[config.mk]
export PLATFORM = sky130hd
export DESIGN_NAME = sisf_flags
export DESIGN_NICKNAME = d
export VERILOG_FILES = /design/src/sisf_pkg.sv /design/src/sisf_qual.sv /design/src/sisf_flags.sv
export SDC_FILE = /design/constraint.sdc
export NUM_CORES = 1
export LEC_CHECK = 0
export BUFFER_PORTS_ARGS = -buffer_cell sky130_fd_sc_hd__buf_2
export CAP_MARGIN = 10
export CORE_MARGIN = 2
export CORE_UTILIZATION = 40
export CTS_BUF_LIST = sky130_fd_sc_hd__clkbuf_4
export CTS_CLUSTER_SIZE = 12
export DETAILED_ROUTE_END_ITERATION = 12
export SKIP_LAST_GASP = 1
export SYNTH_ARGS = -nofsm -noshare
export SYNTH_HDL_FRONTEND = slang
export SYNTH_SLANG_ARGS = --single-unit
export TNS_END_PERCENT = 5
[constraint.sdc]
create_clock -name ref_clk -period 2.5 [get_ports ref_clk]
set_input_delay 0.25 -clock ref_clk [delete_from_list [all_inputs] [get_ports ref_clk]]
set_output_delay 0.25 -clock ref_clk [all_outputs]
set_load 0.02 [all_outputs]
[src/sisf_pkg.sv]
/*
 * sisf_pkg: register offsets, field positions, reset values, timing
 * counts and carrier types for the sensor interrupt status flag block.
 * assumes a single 200 MHz device clock and an 8-bit register port.
 */
package sisf_pkg;

	// ------------------------------------------------------------
	// register offsets
	// ------------------------------------------------------------
	localparam logic [7:0] SISF_ADDR_FLAGS1   = 8'h00;
	localparam logic [7:0] SISF_ADDR_FLAGS2   = 8'h01;
	localparam logic [7:0] SISF_ADDR_EN1      = 8'h02;
	localparam logic [7:0] SISF_ADDR_EN2      = 8'h03;
	localparam logic [7:0] SISF_ADDR_FIFO_DAT = 8'h07;
	localparam logic [7:0] SISF_ADDR_FIFO_CFG = 8'h08;

	// ------------------------------------------------------------
	// field positions
	// ------------------------------------------------------------
	localparam int SISF_B_NEARLY_FULL = 7;
	localparam int SISF_B_OPTICAL     = 6;
	localparam int SISF_B_AMBIENT     = 5;
	localparam int SISF_B_PROX        = 4;
	localparam int SISF_B_UNDERVOLT   = 0;
	localparam int SISF_B_SUPPLY      = 7;
	localparam int SISF_B_CARDIAC     = 2;
	localparam int SISF_B_AF_CLR      = 6;
	localparam int SISF_THR_W         = 4;

	// ------------------------------------------------------------
	// implemented bits and reset values
	// ------------------------------------------------------------
	localparam logic [7:0] SISF_MASK1     = 8'hf1;
	localparam logic [7:0] SISF_MASK2     = 8'h84;
	localparam logic [7:0] SISF_CFG_MASK  = 8'h4f;
	localparam logic [7:0] SISF_RST_FLAGS = 8'h00;
	localparam logic [7:0] SISF_RST_EN    = 8'h00;
	localparam logic [7:0] SISF_RST_CFG   = 8'h0f;

	// ------------------------------------------------------------
	// fifo and timing
	// ------------------------------------------------------------
	localparam int SISF_FIFO_DEPTH = 32;
	localparam int SISF_LVL_W      = 6;
	localparam int SISF_CLK_KHZ    = 200000;
	localparam int SISF_QUAL_MS    = 10;
	localparam int SISF_QUAL_CYC   = SISF_QUAL_MS * SISF_CLK_KHZ;

	// ------------------------------------------------------------
	// carriers
	// ------------------------------------------------------------
	typedef struct packed {
		logic       rd;
		logic       wr;
		logic [7:0] addr;
		logic [7:0] wdata;
	} sisf_req_t;

	typedef struct packed {
		logic push;
		logic alc_overflow;
		logic prox_cross;
		logic cardiac_done;
	} sisf_evt_t;

endpackage : sisf_pkg

[src/sisf_qual.sv]
/*
 * sisf_qual: qualification timer for a slow condition level.
 * assumes cond is already synchronised to ref_clk; emits one pulse each
 * time the condition has held for QUAL_CYCLES and keeps doing so.
 */
`timescale 1ns/1ps
module sisf_qual #(
	parameter int QUAL_CYCLES = 2000000
) (
	// clock and reset
	input  wire logic ref_clk,
	input  wire logic rstn,
	// condition and result
	input  wire logic cond,
	output logic      hit
);

	localparam int CW = $clog2(QUAL_CYCLES + 1);

	logic [CW-1:0] cnt;
	logic [CW-1:0] next_cnt;
	logic          next_hit;

	always_comb begin
		next_cnt = '0;
		next_hit = 1'b0;
		if (cond) begin
			if (cnt == CW'(QUAL_CYCLES - 1)) begin
				next_hit = 1'b1;
			end else begin
				next_cnt = cnt + 1'b1;
			end
		end
	end

	always_ff @(posedge ref_clk or negedge rstn) begin
		if (!rstn) begin
			cnt <= '0;
			hit <= 1'b0;
		end else begin
			cnt <= next_cnt;
			hit <= next_hit;
		end
	end

endmodule : sisf_qual

[src/sisf_flags.sv]
/*
 * sisf_flags: interrupt status flags, enables and almost-full settings
 * of the optical and cardiac sensor, with the proximity sequencer.
 * assumes an internal register port on ref_clk (read data one cycle
 * after the strobe) and event pulses from logic on the same clock;
 * the two supply comparator pins are asynchronous.
 */
// Behaviour
// (RQ1) set nearly-full when next push crosses threshold
// (RQ2) nearly-full clears on flags1 read, optionally data
// (RQ3) optical ready sets on push while measuring
// (RQ4) optical ready clears on flags1 or data read
// (RQ5) ambient overflow sets when cancellation saturates
// (RQ6) ambient overflow clears only on flags1 read
// (RQ7) proximity disabled: start optical measurement immediately
// (RQ8) proximity crossing sets flag; flags1 read clears
// (RQ9) undervoltage sets on low battery; not soft reset
// (RQ10) supply flag after 10 ms, re-set while persisting
// (RQ11) supply flag clears on flags2 read
// (RQ12) cardiac ready sets on conversion done
// (RQ13) each flag has enable, reset zero, gating
// (RQ14) interrupt low while any enabled flag set
// (RQ15) cardiac clears on flags2 read; set wins
// (RQ16) status registers ignore writes, unused bits zero
`timescale 1ns/1ps
module sisf_flags import sisf_pkg::*; #(
	parameter int QUAL_CYCLES = SISF_QUAL_CYC,
	parameter int FIFO_DEPTH  = SISF_FIFO_DEPTH
) (
	// clock and reset
	input  wire logic                  ref_clk,
	input  wire logic                  rstn,
	// register port
	input  wire sisf_req_t             req,
	output logic [7:0]                 rd_data,
	// internal events
	input  wire sisf_evt_t             evt,
	input  wire logic [SISF_LVL_W-1:0] fifo_level,
	input  wire logic                  optical_active,
	input  wire logic                  meas_request,
	input  wire logic                  meas_stop,
	input  wire logic                  soft_reset,
	// asynchronous supply comparators
	input  wire logic                  battery_low_pin,
	input  wire logic                  supply_oor_pin,
	// outputs
	output logic                       irq_n,
	output logic                       prox_mode,
	output logic                       optical_run
);

	// ------------------------------------------------------------
	// decode
	// ------------------------------------------------------------
	function automatic logic rd_at(input sisf_req_t r, input logic [7:0] a);
		return r.rd && (r.addr == a);
	endfunction : rd_at

	function automatic logic wr_at(input sisf_req_t r, input logic [7:0] a);
		return r.wr && (r.addr == a);
	endfunction : wr_at

	logic rd_f1;
	logic rd_f2;
	logic rd_dat;
	assign rd_f1  = rd_at(req, SISF_ADDR_FLAGS1);
	assign rd_f2  = rd_at(req, SISF_ADDR_FLAGS2);
	assign rd_dat = rd_at(req, SISF_ADDR_FIFO_DAT);

	// ------------------------------------------------------------
	// supply pin synchronisers
	// ------------------------------------------------------------
	logic [1:0] bat_sync;
	logic [1:0] oor_sync;
	logic       bat_prev;
	logic       oor_hit;

	always_ff @(posedge ref_clk or negedge rstn) begin
		if (!rstn) begin
			bat_sync <= 2'h0;
			oor_sync <= 2'h0;
			bat_prev <= 1'b0;
		end else begin
			bat_sync <= {bat_sync[0], battery_low_pin};
			oor_sync <= {oor_sync[0], supply_oor_pin};
			bat_prev <= bat_sync[1];
		end
	end

	sisf_qual #(
		.QUAL_CYCLES (QUAL_CYCLES)
	) u_qual (
		.ref_clk (ref_clk),
		.rstn    (rstn),
		.cond    (oor_sync[1]),
		.hit     (oor_hit)
	);

	// ------------------------------------------------------------
	// configuration registers
	// ------------------------------------------------------------
	logic [7:0] en1;
	logic [7:0] en2;
	logic [7:0] cfg;
	logic [7:0] next_en1;
	logic [7:0] next_en2;
	logic [7:0] next_cfg;

	always_comb begin
		next_en1 = en1;
		next_en2 = en2;
		next_cfg = cfg;
		if (soft_reset) begin
			next_en1 = SISF_RST_EN;
			next_en2 = SISF_RST_EN;
			next_cfg = SISF_RST_CFG;
		end else begin
			if (wr_at(req, SISF_ADDR_EN1))
				next_en1 = req.wdata & SISF_MASK1; // RQ13
			if (wr_at(req, SISF_ADDR_EN2))
				next_en2 = req.wdata & SISF_MASK2; // RQ13
			if (wr_at(req, SISF_ADDR_FIFO_CFG))
				next_cfg = req.wdata & SISF_CFG_MASK;
		end
	end

	always_ff @(posedge ref_clk or negedge rstn) begin
		if (!rstn) begin
			en1 <= SISF_RST_EN;
			en2 <= SISF_RST_EN;
			cfg <= SISF_RST_CFG;
		end else begin
			en1 <= next_en1;
			en2 <= next_en2;
			cfg <= next_cfg;
		end
	end

	// ------------------------------------------------------------
	// proximity sequencer
	// ------------------------------------------------------------
	typedef enum logic [1:0] {
		SISF_IDLE,
		SISF_PROX,
		SISF_MEAS
	} sisf_state_t;

	sisf_state_t state;
	sisf_state_t next_state;
	logic        prox_hit;

	assign prox_hit = (state == SISF_PROX) && evt.prox_cross;

	always_comb begin
		next_state = state;
		case (state)
			SISF_IDLE: begin
				if (meas_request)
					next_state = en1[SISF_B_PROX] ? SISF_PROX : SISF_MEAS; // RQ7
			end
			SISF_PROX: begin
				if (meas_stop)
					next_state = SISF_IDLE;
				else if (prox_hit || !en1[SISF_B_PROX])
					next_state = SISF_MEAS;
			end
			SISF_MEAS: begin
				if (meas_stop)
					next_state = SISF_IDLE;
			end
			default: next_state = SISF_IDLE;
		endcase
		if (soft_reset)
			next_state = SISF_IDLE;
	end

	always_ff @(posedge ref_clk or negedge rstn) begin
		if (!rstn) begin
			state       <= SISF_IDLE;
			prox_mode   <= 1'b0;
			optical_run <= 1'b0;
		end else begin
			state       <= next_state;
			prox_mode   <= (next_state == SISF_PROX);
			optical_run <= (next_state == SISF_MEAS);
		end
	end

	// ------------------------------------------------------------
	// status flags
	// ------------------------------------------------------------
	logic [7:0]            flags1;
	logic [7:0]            flags2;
	logic [7:0]            next_flags1;
	logic [7:0]            next_flags2;
	logic [7:0]            set1;
	logic [7:0]            set2;
	logic [7:0]            clr1;
	logic [7:0]            clr2;
	logic [SISF_LVL_W:0]   lvl_after;
	logic [SISF_LVL_W:0]   af_mark;
	logic                  af_hit;

	always_comb begin
		lvl_after = {1'b0, fifo_level} + 1'b1;
		af_mark   = (SISF_LVL_W + 1)'(FIFO_DEPTH) - {3'h0, cfg[SISF_THR_W-1:0]};
		af_hit    = evt.push && (lvl_after >= af_mark); // RQ1
		set1 = 8'h00;
		set1[SISF_B_NEARLY_FULL] = af_hit; // RQ1
		set1[SISF_B_OPTICAL]     = evt.push && optical_active; // RQ3
		set1[SISF_B_AMBIENT]     = evt.alc_overflow; // RQ5
		set1[SISF_B_PROX]        = prox_hit; // RQ8
		set1[SISF_B_UNDERVOLT]   = bat_sync[1] && !bat_prev; // RQ9
		set2 = 8'h00;
		set2[SISF_B_SUPPLY]      = oor_hit; // RQ10
		set2[SISF_B_CARDIAC]     = evt.cardiac_done; // RQ12
		clr1 = rd_f1 ? 8'hff : 8'h00; // RQ2 RQ4 RQ6 RQ8 RQ9
		if (rd_dat) begin
			clr1[SISF_B_OPTICAL] = 1'b1; // RQ4
			if (cfg[SISF_B_AF_CLR])
				clr1[SISF_B_NEARLY_FULL] = 1'b1; // RQ2
		end
		clr2 = rd_f2 ? 8'hff : 8'h00; // RQ11 RQ15
		// set wins over clear; writes never reach the flags
		next_flags1 = ((flags1 & ~clr1) | set1) & SISF_MASK1; // RQ16
		next_flags2 = ((flags2 & ~clr2) | set2) & SISF_MASK2; // RQ15 RQ16
	end

	always_ff @(posedge ref_clk or negedge rstn) begin
		if (!rstn) begin
			flags1 <= SISF_RST_FLAGS;
			flags2 <= SISF_RST_FLAGS;
		end else begin
			flags1 <= next_flags1;
			flags2 <= next_flags2;
		end
	end

	// ------------------------------------------------------------
	// read data and interrupt
	// ------------------------------------------------------------
	logic [7:0] next_rd_data;
	logic       next_irq_n;

	always_comb begin
		next_rd_data = 8'h00;
		if (req.rd) begin
			case (req.addr)
				SISF_ADDR_FLAGS1:   next_rd_data = flags1 & SISF_MASK1; // RQ16
				SISF_ADDR_FLAGS2:   next_rd_data = flags2 & SISF_MASK2; // RQ16
				SISF_ADDR_EN1:      next_rd_data = en1;
				SISF_ADDR_EN2:      next_rd_data = en2;
				SISF_ADDR_FIFO_CFG: next_rd_data = cfg;
				default:            next_rd_data = 8'h00;
			endcase
		end
		next_irq_n = ~(|(flags1 & en1) | |(flags2 & en2)); // RQ13 RQ14
	end

	always_ff @(posedge ref_clk or negedge rstn) begin
		if (!rstn) begin
			rd_data <= 8'h00;
			irq_n   <= 1'b1;
		end else begin
			rd_data <= next_rd_data;
			irq_n   <= next_irq_n;
		end
	end

	// ------------------------------------------------------------
	// checks
	// ------------------------------------------------------------
	a_nearly_full_set: assert property ( // RQ1
		@(posedge ref_clk) disable iff (!rstn)
		af_hit |=> flags1[SISF_B_NEARLY_FULL]
	) else $error("nearly-full not set on threshold push");

	a_nearly_full_hold: assert property ( // RQ2
		@(posedge ref_clk) disable iff (!rstn)
		rd_dat && !rd_f1 && !cfg[SISF_B_AF_CLR] && flags1[SISF_B_NEARLY_FULL]
		|=> flags1[SISF_B_NEARLY_FULL]
	) else $error("nearly-full cleared by data read with option off");

	a_optical_set: assert property ( // RQ3
		@(posedge ref_clk) disable iff (!rstn)
		evt.push && optical_active |=> flags1[SISF_B_OPTICAL]
	) else $error("optical ready not set on push");

	a_optical_clear: assert property ( // RQ4
		@(posedge ref_clk) disable iff (!rstn)
		rd_dat && !(evt.push && optical_active) |=> !flags1[SISF_B_OPTICAL]
	) else $error("optical ready not cleared by data read");

	a_ambient_keep: assert property ( // RQ6
		@(posedge ref_clk) disable iff (!rstn)
		rd_dat && !rd_f1 && flags1[SISF_B_AMBIENT] |=> flags1[SISF_B_AMBIENT]
	) else $error("ambient overflow cleared by data read");

	a_prox_skip: assert property ( // RQ7
		@(posedge ref_clk) disable iff (!rstn)
		state == SISF_IDLE && meas_request && !en1[SISF_B_PROX] && !soft_reset
		|=> optical_run && !prox_mode
	) else $error("measurement did not start at once");

	a_undervolt_clear: assert property ( // RQ9
		@(posedge ref_clk) disable iff (!rstn)
		rd_f1 && !(bat_sync[1] && !bat_prev) |=> !flags1[SISF_B_UNDERVOLT]
	) else $error("undervoltage flag not cleared by read");

	a_supply_set: assert property ( // RQ10
		@(posedge ref_clk) disable iff (!rstn)
		$rose(oor_sync[1]) ##1 oor_sync[1] [*8] |-> !flags2[SISF_B_SUPPLY] || $past(flags2[SISF_B_SUPPLY], 9)
		|| QUAL_CYCLES <= 9
	) else $error("supply flag set before qualification");

	a_cardiac_set: assert property ( // RQ15
		@(posedge ref_clk) disable iff (!rstn)
		evt.cardiac_done && rd_f2 |=> flags2[SISF_B_CARDIAC]
	) else $error("cardiac event lost on clearing read");

	a_irq_follow: assert property ( // RQ14
		@(posedge ref_clk) disable iff (!rstn)
		(|(flags1 & en1) || |(flags2 & en2)) |=> !irq_n
	) else $error("interrupt not driven for enabled flag");

	a_unused_zero: assert property ( // RQ16
		@(posedge ref_clk) disable iff (!rstn)
		rd_f1 |=> (rd_data & ~SISF_MASK1) == 8'h00
	) else $error("unused status bits read nonzero");

endmodule : sisf_flags

; Yosys cells after proc, flatten, opt, wreduce, memory -nomap -nowiden
; Cells that the tools add are included.
; Widths: inputs -> output; s select.
[totals]
reg_bits = 71
latchBits = 0
ram_bits = 0
romBits = 0
word_cells = 82
mem_count = 0
[classes]
add_sub_neg = 3
multipliers = 0
div = 0
n_lt_le_gt_ge = 1
n_eq_ne = 10
shift = 0
muxes = 23
bitwise_logic = 10
n_reduce_logical = 20
[op_table]
columns = operator, count
row1 = $mux 8, 9
row2 = $mux 21, 2
row3 = $pmux 8 s5, 1
row4 = $and 8x8->8, 4
row5 = $add 21x1->21 const B, 1
row6 = $eq 21x21->1 const B, 1
row7 = $eq 8x2->1 const B, 2
row8 = $not 8->8, 2
row9 = $or 8x8->8, 2
row10 = $reduce_or 8->1, 2
row11 = $mux 2, 7
row12 = $logic_and 1x1->1, 10
row13 = $eq 8x1->1 const B, 1
row14 = $eq 8x3->1 const B, 1
row15 = $eq 8x4->1 const B, 1
row16 = $logic_not 8->1, 1
row17 = $add 6x1->7 const B, 1
row18 = $ge 7x7->1, 1
row19 = $sub 6x4->7 const A, 1
row20 = $pmux 2 s3, 1
row21 = $reduce_bool 2->1, 3
row22 = $eq 2x1->1 const B, 2
row23 = $eq 2x2->1 const B, 2
row24 = $mux 1, 3
row25 = other kinds (5), 6

; Depth between registers and ports, before layout
; Gate-level depths: netlist of the first run.
[logic_depth]
ltp_word = 8
mapped_depth = 8
depth_no_buf = 8

; By module
; From an unflattened synthesis of the first run, not the netlist that was laid out.
[unflattened]
cells_unflattened = 275
hier_area_um2 = 2937.8
[by_module_without_submodules]
columns = mod, instances, cells_per_inst, area_per_inst_um2, seq_area_each_um2
row1 = sisf_flags, 1, 167, 1821.7, 932.1
row2 = sisf_qual, 1, 108, 1116.1, 550.5

; Least setup slack after synthesis of the first run
; Ideal clock, no wire load.
[synth_path]
path_type = register to register
start = register cfg[0]
end = register flags1[7]
setup_ps = 121
arrival_time_ps = 1648
setup_slack_ps = 731
path_stages_with_launch = 9
period_less_slack_ps = 1769
cell_sequence = dfstp_2 -> inv_1 -> ha_1 -> nor3b_1 -> ha_1 -> a21o_1 -> nand2_1 -> o211ai_1 -> a32o_1
[synth_between]
elab_chain_cells = 4
[synth_lines]
columns = item, line
row1 = "start, declared", sisf_flags.sv:104  ; logic [7:0] cfg;
row2 = "start signal, assigned", sisf_flags.sv:135  ; cfg <= next_cfg;
row3 = $sub 6x4->7, sisf_flags.sv:206  ; af_mark = (SISF_LVL_W + 1)'(FIFO_DEPTH) - {3'h0, cfg[SISF_THR_W-1:0]};
row4 = $ge 7x7->1, sisf_flags.sv:207  ; af_hit = evt.push && (lvl_after >= af_mark);
row5 = $logic_and 1x1->1, sisf_flags.sv:207
row6 = $or 8x8->8, sisf_flags.sv:225  ; next_flags1 = ((flags1 & ~clr1) | set1) & SISF_MASK1;
row7 = net next_flags1[7], sisf_flags.sv:194  ; logic [7:0] next_flags1;
row8 = "end signal, assigned", sisf_flags.sv:234  ; flags1 <= next_flags1;
row9 = "end, declared", sisf_flags.sv:192  ; logic [7:0] flags1;
; The timed path passes the listed nets, and every way through them passes these cells.
; A chain may end at the register's enable or synchronous reset.

; Final worst setup path of the first run
[layout_path]
start = register cfg[1]
end = register flags1[7]
; The elaborated chain is that of the path after synthesis.

==> flow_summary.json, run 1 <==
{
  "status": "finished, final reports clean",
  "r2r-start": "cfg[1]",
  "synth_fp_nets": 318,
  "r2r_cells": 8,
  "rr_endpoint": "flags1[7]",
  "combPwrFrac_pct": 7.3,
  "coreArea_um2": 7180,
  "synth_commonest_cells": "54 x dfrtp_1, 25 x nor2_1, 13 x mux2i_1, 13 x nand2_1, 12 x xor2_1",
  "grt_pass1_vias": 2033,
  "synth_xor_area_share_pct": 4.79,
  "drt_iter0_drc": 101,
  "ir_drop_mv": 0.564,
  "max_slew_margin_pct": 61.4,
  "path_class": "register to register",
  "fin_cells": 430,
  "clockBufferDepth": 2,
  "hold-path-endpoint": "flags1[5]",
  "switching_share_pct": 22.7,
  "drt_first_pass_iters": 4,
  "fin_crit_sh_pct": 75.7,
  "critPathArrivalTime_ps": 2190,
  "antenna_found_initial": 0,
  "grt_max_degree": 36,
  "p_switching_uw": 449,
  "avgSynthCellArea_um2": 10.7,
  "critPathLaunchType": "register",
  "rsz0062_at_grt": "false",
  "cts-htree-levels": 3,
  "cts_made_buffers": 9,
  "muxShareOfSynthArea_pct": 5.22,
  "synthAdderAreaFrac_pct": 3.85,
  "diodes": 0,
  "clk_latency_ps": 400,
  "synth-compound-area-share_pct": 11.1,
  "synthTopCellsByArea": "dfrtp_1 46%, dfstp_2 4.5%, mux2i_1 4.5%",
  "clockRootBuffer": "clkbuf_4",
  "syn-cell-area_um2": 2920,
  "ys_ff_latch": 59,
  "dieArea_um2": 8010,
  "synth_top_family_by_area": "simple AND/OR/NAND/NOR gates",
  "multiInputGateArea_um2": 1360,
  "vias_per_cell": 5.19,
  "synth_most_common_cell": "dfrtp_1",
  "dieHeight_um": 89.5,
  "hold_violations": 0,
  "tightest_slew_ps": 579,
  "clock-sinks": 59,
  "cts.clk_slew.worst_paths_ps": 110,
  "critPathRequiredTime_ps": 2800,
  "r2r_slack_ps": 610,
  "synth_edf_count": 0,
  "synth.top_cell.area_share_pct": 46.2,
  "hp-class": "primary input to register",
  "hpwl_um": 4380,
  "drv_slew": 0,
  "max_freq_mhz": 528,
  "nets": 371,
  "start_util_pct": 40.7,
  "yosysTopAreaCell": "dfrtp_1",
  "endpoint_kind": "register",
  "routed_wl_um": 5950,
  "cts_setup_buffers": 0,
  "hold_path_depth": 2,
  "synth_flop_cell": "dfrtp_1",
  "fillers": 683,
  "layout-drive-gt1-share_pct": 23.0,
  "pwr-share-clk_pct": 43.5,
  "power_mw": 1.98,
  "skew_ps": 9.87,
  "chipWidth_um": 89.5,
  "wl_per_cell_um": 13.8,
  "grt_pass1_wl_um": 9730,
  "cts_tree": "yes",
  "postRouteAntennaNets": 0,
  "drc_errors": 0,
  "setup_violations": 0,
  "final.setup.tns_ps": 0,
  "synth_cells": 273,
  "p_int_mw": 1.53,
  "grtUsageTotal_pct": 16.1,
  "cellPowerDensity_nw_per_um2": 568,
  "grt_remaining_overflow": 0,
  "gp_congestion": 0.807,
  "synth-async-reset-ratio_pct": 100,
  "area_delta_synth_final_pct": 19.2,
  "yosys.area_share.simple_pct": 21.3,
  "hp-start": "evt[2]",
  "synth_cell_types": 51,
  "rows": 31,
  "pin_count": 47,
  "seqPwrFrac_pct": 49.2,
  "post-route-util_pct": 48.5,
  "seq_area_frac_synth_pct": 50.7,
  "leakagePower_nw": 1.54,
  "dp.cells": 411,
  "finalCriticalPeriod_ps": 1890,
  "ys_warn_count": 0,
  "worstPathMaxFanout": 4,
  "port_buffers": 46,
  "vias": 2231,
  "cap_violations": 0,
  "register_area_um2": 1480
}
==> through the flow <==
step / setup WS [ps] / area [um2] / hold slack [ps]
floorplan: 731 / 2920 / -45.6
global placement: 601 / 3270 / 281
detailed placement: 587 / 3270 / 277
CTS: 609 / 3480 / 13.9
global route: 428 / 3480 / 5.57
finish: 607 / 3480 / 49.2
==> worst max-delay path, cell delays in order, from the launching register on <==
cell and delay, ps:
dfstp_2 570, inv_1 70, ha_1 220, nor3b_1 150
ha_1 290, a21o_1 160, nand2_1 60, o211ai_1 90
a32o_1 220
==> logic make-up after synthesis <==
| family | count (synthesis) |
|---|---|
| compound gates | 47 |
| xor+xnor | 16 |
| fa+ha+maj | 9 |
| buf+inv | 20 |
| flops | 59 |
| mux | 14 |
| simple gates | 108 |
==> layer usage <==
metal  global-route usage, %  up-vias  wire length, um
met5                       0        -                0
met4                    4.61        0               39
met3                    5.72        4              283
met2                    26.1       51             2890
met1                    20.3     1068             2740
li1                        -     1108                -
==> flip-flops by register name, indices dropped and copies added (netlist names) <==
signal and count:
bat_prev 1, bat_sync 2, cfg 5, en1 5
en2 2, flags1 5, flags2 2, irq_n 1
oor_sync 2, optical_run 1, prox_mode 1, rd_data 8
state 2, u_qual.cnt 21, u_qual.hit 1
==> cells in the final DEF, fill, tap and decap left out, types with 9 or more instances in the layout <==
cell type,netlist,layout
ha_1,9,9
clkbuf_4,0,9
buf_2,3,46
mux2i_1,13,13
inv_1,10,10
a21oi_1,11,11
dfrtp_1,54,54
nand2_1,13,13
nand3_1,10,10
nor2_1,25,25
xor2_1,12,12
==> cell type report <==
| class | instances | area share, % |
|---|---|---|
| clock buffer | 9 | 1.94 |
| clock inverter | 7 | 3.30 |
| inverter | 10 | 1.08 |
| multi-input combinational | 194 | 39.1 |
| sequential | 59 | 42.6 |
| tap | 99 | 3.56 |
| timing repair buffer | 52 | 8.48 |
==> power by group through the flow <==
stage	sequential [mW]	clock, mW	combinational (mW)
2_1_floorplan	0.992	0	0.0637
3_3_place_gp	0.992	0	0.141
3_5_place_dp	0.993	0	0.142
4_1_cts	0.974	0.896	0.146
5_1_grt	0.976	0.938	0.162
6_report	0.974	0.861	0.144
==> how the worst max path moves through the flow <==
stage / from / endpoint / slack [ps] / cells past startpoint
floorplan: cfg[0] / flags1[7] / 730 / 8
global placement: req[13] / en1[0] / 600 / 5
detailed placement: req[13] / flags1[6] / 590 / 5
CTS: cfg[1] / flags1[7] / 610 / 8
global route: u_qual.cnt[2] / u_qual.cnt[20] / 430 / 4
finish: cfg[1] / flags1[7] / 610 / 8
==> repair_timing <==
| action | 4_1_cts | 5_1_grt |
|---|---|---|
| endpoints found under the hold margin | 24 | 0 |
| gates resized for setup | 0 | 0 |
| hold buffers | 3 | 0 |
Note: power is estimated with default switching activity, not from simulation.
==> run 2: changes to the inputs <==
==> constraint.sdc (replaced) <==
create_clock -name ref_clk -period 1.76 [get_ports ref_clk]
set_input_delay 0.176 -clock ref_clk [delete_from_list [all_inputs] [get_ports ref_clk]]
set_output_delay 0.176 -clock ref_clk [all_outputs]
set_load 0.02 [all_outputs]
==> run 2 against run 1 <==
The run now ends with negative setup slack left. Combinational power is 67% higher. Clock skew increased by 2.2 ps. Routed wire length grew 7.5%. Setup slack lost 700 ps. Count of clock-buffer cells in the layout grew 1. Non-clock buffer count rose by 34. Worst hold slack worse by 17 ps. Critical endpoint unchanged.
==> flow_summary.json, run 2 (synthesis results as in run 1) <==
{
  "status": "finished with violations",
  "violations": "negative setup slack",
  "worstPathMaxFanout": 3,
  "r2r_cells": 8,
  "grtUsageTotal_pct": 17.9,
  "endpoint_kind": "register",
  "rr_endpoint": "flags1[7]",
  "grt_max_degree": 60,
  "setup_violations": 1,
  "crit_start": "cfg[1]",
  "cp_cell_sequence": "inv_2 -> ha_4 -> nor3b_1 -> ha_1 -> a21o_1 -> nand2_1 -> o211ai_1 -> a32o_1",
  "final_cell_mix": "54 x dfrtp_1, 46 x buf_2, 26 x buf_4",
  "layout_setup_ws_ps": -89.0,
  "r2r_slack_ps": -90,
  "coreArea_um2": 7180,
  "critPathMaxStageDelay_ps": 560,
  "drc_errors": 0,
  "fin_cells": 464,
  "drt_iter0_drc": 110,
  "max_slew_margin_pct": 75.1,
  "setup.worst_path.end": "flags1[7]",
  "dieHeight_um": 89.5,
  "cap_violations": 0,
  "start_util_pct": 40.7,
  "vias_per_cell": 5.19,
  "crit_buf_inv": 1,
  "final.setup.tns_ps": -89.0,
  "largest_register": "u_qual.cnt",
  "layout-drive-gt1-share_pct": 29.6,
  "fin_crit_sh_pct": 105,
  "cellPowerDensity_nw_per_um2": 695,
  "rows": 31,
  "max_freq_mhz": 541,
  "leakagePower_nw": 1.67,
  "critPathRequiredTime_ps": 2060,
  "cts_tree": "yes",
  "diodes": 0,
  "tightest_slew_ps": 369,
  "cts.clk_slew.worst_paths_ps": 110,
  "clockBufferDepth": 2,
  "r2r-start": "cfg[1]",
  "grt_pass1_vias": 2281,
  "hpwl_um": 4560,
  "chipWidth_um": 89.5,
  "skew_ps": 12.0,
  "drv_slew": 0,
  "gp_congestion": 0.881,
  "grt_remaining_overflow": 0,
  "port_buffers": 46,
  "dp.cells": 435,
  "slowest_stage": "dfstp_2",
  "reg.largest.list": "u_qual.cnt (21), rd_data (8)",
  "grt_pass1_wl_um": 10800,
  "clock-sinks": 59,
  "final_common_cell": "dfrtp_1",
  "ir_drop_mv": 0.429,
  "cts-htree-levels": 3,
  "pin_count": 47,
  "hold_violations": 0,
  "finalCriticalPeriod_ps": 1850,
  "crit_family": "flip-flops",
  "postRouteAntennaNets": 0,
  "clockRootBuffer": "clkbuf_4",
  "drt_first_pass_iters": 4,
  "vias": 2408,
  "hp-class": "primary input to register",
  "area_delta_synth_final_pct": 28.5,
  "dieArea_um2": 8010,
  "holdWs_ps": 32.4,
  "critPathArrivalTime_ps": 2150,
  "critPathLaunchType": "register",
  "wl_per_cell_um": 13.8,
  "cts_made_buffers": 9,
  "cp.depth": 8,
  "routed_wl_um": 6400,
  "nets": 405,
  "path_class": "register to register",
  "rsz0062_at_grt": "true",
  "antenna_found_initial": 0,
  "largest_reg_flops": 21,
  "clk_latency_ps": 410
}
-- run 2: cell types whose count changed in the layout (fill, tap and decap cells not counted), sizes merged --
cell,change
buf,+24
dlygate4sd3,+10
bufinv,-2
clkinvlp,+2
clkbuf,+1
inv,-1
-- run 2: through the flow --
step	worst slack [ps]	utilization, %	total power, mW	area [um2]
final	-89.0	52.3	2.61	3760
after CTS	-76.6	52.0	2.65	3730
after detailed placement	-60.8	48.2	1.63	3460
after global routing	-155	52.3	2.74	3760
after floorplan	2.29	-	1.50	2930
after global placement	-11.8	48.2	1.62	3460
-- run 2: layout make-up --
cell class	count	area (um2)
Fill cell	667	3420
Clock inverter	6	66.3
Tap cell	99	124
Timing Repair Buffer	86	576
Inverter	10	37.5
Clock buffer	10	75.1
Multi-Input combinational cell	194	1400
Sequential cell	59	1480
-- run 2: worst min-delay path by stage --
stage / startpoint / to / slack [ps] / depth (start not counted)
after floorplan: rstn / bat_prev / -120 / 0
after global placement: rstn / rd_data[1] / 210 / 2
after detailed placement: rstn / rd_data[3] / 210 / 2
after CTS: evt[1] / flags1[4] / 5 / 2
after global routing: evt[1] / flags1[4] / 2 / 2
final: req[7] / en2[7] / 30 / 3
-- run 2: power by group --
| group | switching (mW) | internal, mW | leakage (nW) | total [mW] |
|---|---|---|---|---|
| Combinational | 0.128 | 0.113 | 0.834 | 0.241 |
| Clock | 0.539 | 0.448 | 0.0686 | 0.987 |
| Sequential | 0.00970 | 1.37 | 0.765 | 1.38 |
-- run 2: per-layer routing --
layer,global-route usage [%],wire (um),vias to the layer above
met5,0,0,-
met4,6.11,55,0
met3,5.26,363,6
met2,28.8,3060,72
met1,23.2,2930,1144
li1,-,-,1186
-- run 2: worst min-delay path: cells and delay by family --
| kind | cells | cell delay (ps) |
|---|---|---|
| buffers and inverters | 1 | 90 |
| and+or+nand+nor | 1 | 70 |
| muxes | 1 | 60 |
-- run 2: timing repair --
item / in CTS / in global routing
hold endpoints to repair: 66 / 0
setup endpoints to repair: 3 / 21
pin swaps: 0 / 7
hold buffers: 13 / 0
gates resized for setup: 0 / 6
buffers inserted: 0 / 0
==> run 3: changes to the inputs <==
--- a/config.mk
+++ b/config.mk
@@ -5,6 +5,7 @@
 export SDC_FILE = /design/constraint.sdc
 export NUM_CORES = 1
 export LEC_CHECK = 0
+export ABC_AREA = 1
 export BUFFER_PORTS_ARGS = -buffer_cell sky130_fd_sc_hd__buf_2
 export CAP_MARGIN = 10
 export CORE_MARGIN = 2
==> run 3 against run 2 <==
The run still ends with negative setup slack left. Non-clock buffer count decreased by 19. Maximum frequency increased by 0.51%. Sequential share of layout area decreased by 2.9 points. Global-route usage increased by 1.1 points. Core utilization decreased by 2.5 points. Sequential power about the same. First-iteration DRC count decreased by 11%. Synthesized cell count increased by 57%. Register-to-register slack about the same. Routed wire length increased by 17%. Die area increased by 13%. Design area increased by 7.9%. Critical endpoint unchanged. Largest cell class is now multi-input gates.
==> flow_summary.json, run 3 <==
{
  "synth.top_cell.area_share_pct": 40.9,
  "final_common_cell": "nand2_1",
  "coreArea_um2": 8130,
  "reg.largest.list": "u_qual.cnt (21), rd_data (8)",
  "dieArea_um2": 9010,
  "critPathArrivalTime_ps": 2140,
  "wl_met1_um": 3250,
  "r2r_cells": 10,
  "synth-async-reset-ratio_pct": 100,
  "postRouteAntennaNets": 0,
  "clock-sinks": 59,
  "drt_first_pass_iters": 4,
  "crit_start": "cfg[0]",
  "ys_warn_count": 0,
  "cts_tree": "yes",
  "drv_slew": 0,
  "clockBufferDepth": 2,
  "start_util_pct": 40.7,
  "r2r_slack_ps": -80,
  "final_cell_mix": "107 x nand2_1, 67 x nor2_1, 54 x dfrtp_1",
  "fillers": 785,
  "max_slew_margin_pct": 67.3,
  "synth_fp_nets": 474,
  "cts.clk_slew.worst_paths_ps": 110,
  "max_freq_mhz": 544,
  "clk_latency_ps": 390,
  "grtUsageTotal_pct": 19.0,
  "clockRootBuffer": "clkbuf_4",
  "power_mw": 2.70,
  "tightest_slew_ps": 491,
  "critPathLaunchType": "register",
  "setup_violations": 1,
  "diodes": 0,
  "syn-cell-area_um2": 3310,
  "violations": "negative setup slack",
  "grt_remaining_overflow": 0,
  "final.setup.tns_ps": -79.6,
  "drc_errors": 0,
  "synth_cells": 429,
  "chipWidth_um": 94.9,
  "status": "finished with violations",
  "gp_congestion": 0.895,
  "synth_most_common_cell": "nand2_1",
  "fin_cells": 616,
  "synth_edf_count": 0,
  "vias_per_cell": 4.71,
  "cts_made_buffers": 9,
  "synth_commonest_cells": "107 x nand2_1, 67 x nor2_1, 54 x dfrtp_1, 54 x inv_1, 31 x nand3_1",
  "ys_ff_latch": 59,
  "cts-htree-levels": 3,
  "finalCriticalPeriod_ps": 1840,
  "met2_length_um": 3790,
  "nets": 551,
  "largest_reg_flops": 21,
  "yosysTopAreaCell": "dfrtp_1",
  "rows": 33,
  "wl_per_cell_um": 12.2,
  "critPathRequiredTime_ps": 2060,
  "rsz0062_at_grt": "true",
  "antenna_found_initial": 0,
  "ir_drop_mv": 0.322,
  "hp-class": "primary input to register",
  "port_buffers": 46,
  "drt_iter0_drc": 98,
  "cap_violations": 0,
  "hpwl_um": 5700,
  "area_delta_synth_final_pct": 22.6,
  "register_area_um2": 1480,
  "grt_max_degree": 24,
  "skew_ps": 11.7,
  "largest_register": "u_qual.cnt",
  "path_class": "register to register",
  "worstPathMaxFanout": 2,
  "met3WireLength_um": 322,
  "setup.worst_path.end": "flags1[7]",
  "synth_cell_types": 35,
  "hold_violations": 0,
  "synthTopCellsByArea": "dfrtp_1 41%, nand2_1 12%, nor2_1 7.6%",
  "dieHeight_um": 94.9,
  "rr_endpoint": "flags1[7]",
  "leakagePower_nw": 2.04,
  "layout-drive-gt1-share_pct": 22.5,
  "avgSynthCellArea_um2": 7.71,
  "synth_flop_cell": "dfrtp_1",
  "routed_wl_um": 7490,
  "endpoint_kind": "register",
  "r2r-start": "cfg[0]",
  "seq_area_frac_synth_pct": 44.8,
  "highest_layer": "met4",
  "dp.cells": 586,
  "grt_pass1_vias": 3019,
  "cellPowerDensity_nw_per_um2": 667,
  "vias": 2900,
  "layout_setup_ws_ps": -79.6,
  "pin_count": 47,
  "grt_pass1_wl_um": 13200,
  "fin_crit_sh_pct": 105,
  "multiInputGateArea_um2": 1600
}
[run 3: cells by family after synthesis]
logic type                 after synthesis  synth area share (%)
buffers and inverters                   67                  7.68
DFF                                     59                  44.8
and+or+nand+nor                        258                  36.6
AOI/OAI and AO/OA                       23                  4.01
adders and majority gates                9                  3.41
xor gates and xnor gates                13                  3.44
[run 3: cell type report]
type                            count  share of cell area, %
Tap cell                          105                   3.24
Timing Repair Buffer               67                   10.6
Inverter                           66                   6.17
Clock inverter                      7                   2.28
Multi-Input combinational cell    303                   39.4
Clock buffer                        9                   1.67
Sequential cell                    59                   36.6
[run 3: what timing repair did]
action | CTS | global route
hold buffers | 11 | 1
pin swaps | 0 | 7
setup buffers | 0 | 2
hold endpoints to repair | 24 | 1
setup endpoints to repair | 1 | 1
resized for setup | 1 | 6
[run 3: critical path, cell delays in order, from the launching register on]
cell and delay, ps:
dfstp_2 550, inv_2 50, ha_4 150, nor3b_4 140, ha_1 310, a21oi_2 140
nor2_1 60, nor3_1 180, nand2_1 70, nand2_1 60, nand2_1 40
[run 3: worst min-delay path by stage]
stage / start / end / slack, ps / depth (start not counted)
after floorplan: rstn / bat_prev / -120 / 0
after global placement: rstn / rd_data[3] / 160 / 1
after detailed placement: rstn / rd_data[3] / 160 / 1
after CTS: evt[3] / flags1[7] / -30 / 3
after global routing: req[0] / en1[0] / 1 / 3
final: req[0] / en1[0] / 20 / 3
[run 3: stage by stage]
| stage | hold WS, ps | setup slack, ps | area [um2] | utilization (%) |
|---|---|---|---|---|
| 2_1_floorplan | -120 | 17.3 | 3310 | - |
| 3_3_place_gp | 164 | -32.3 | 3730 | 45.9 |
| 3_5_place_dp | 164 | -84.7 | 3730 | 45.9 |
| 4_1_cts | -32.4 | -68.5 | 4000 | 49.2 |
| 5_1_grt | 1.19 | -178 | 4050 | 49.8 |
| 6_report | 24.2 | -79.6 | 4050 | 49.8 |
[run 3: power by group]
part / internal, mW / total (mW) / switching, mW / leakage [nW]
Sequential: 1.37 / 1.39 / 0.0139 / 0.760
Clock: 0.571 / 1.08 / 0.513 / 0.0796
Combinational: 0.0958 / 0.231 / 0.135 / 1.20
Total: 2.04 / 2.70 / 0.662 / 2.04
[run 3: per-layer routing]
| layer | up-vias | track usage (%) |
|---|---|---|
| met5 | - | 0 |
| met4 | 0 | 6.28 |
| met3 | 14 | 4.63 |
| met2 | 63 | 33.7 |
| met1 | 1329 | 22.5 |
| li1 | 1494 | - |
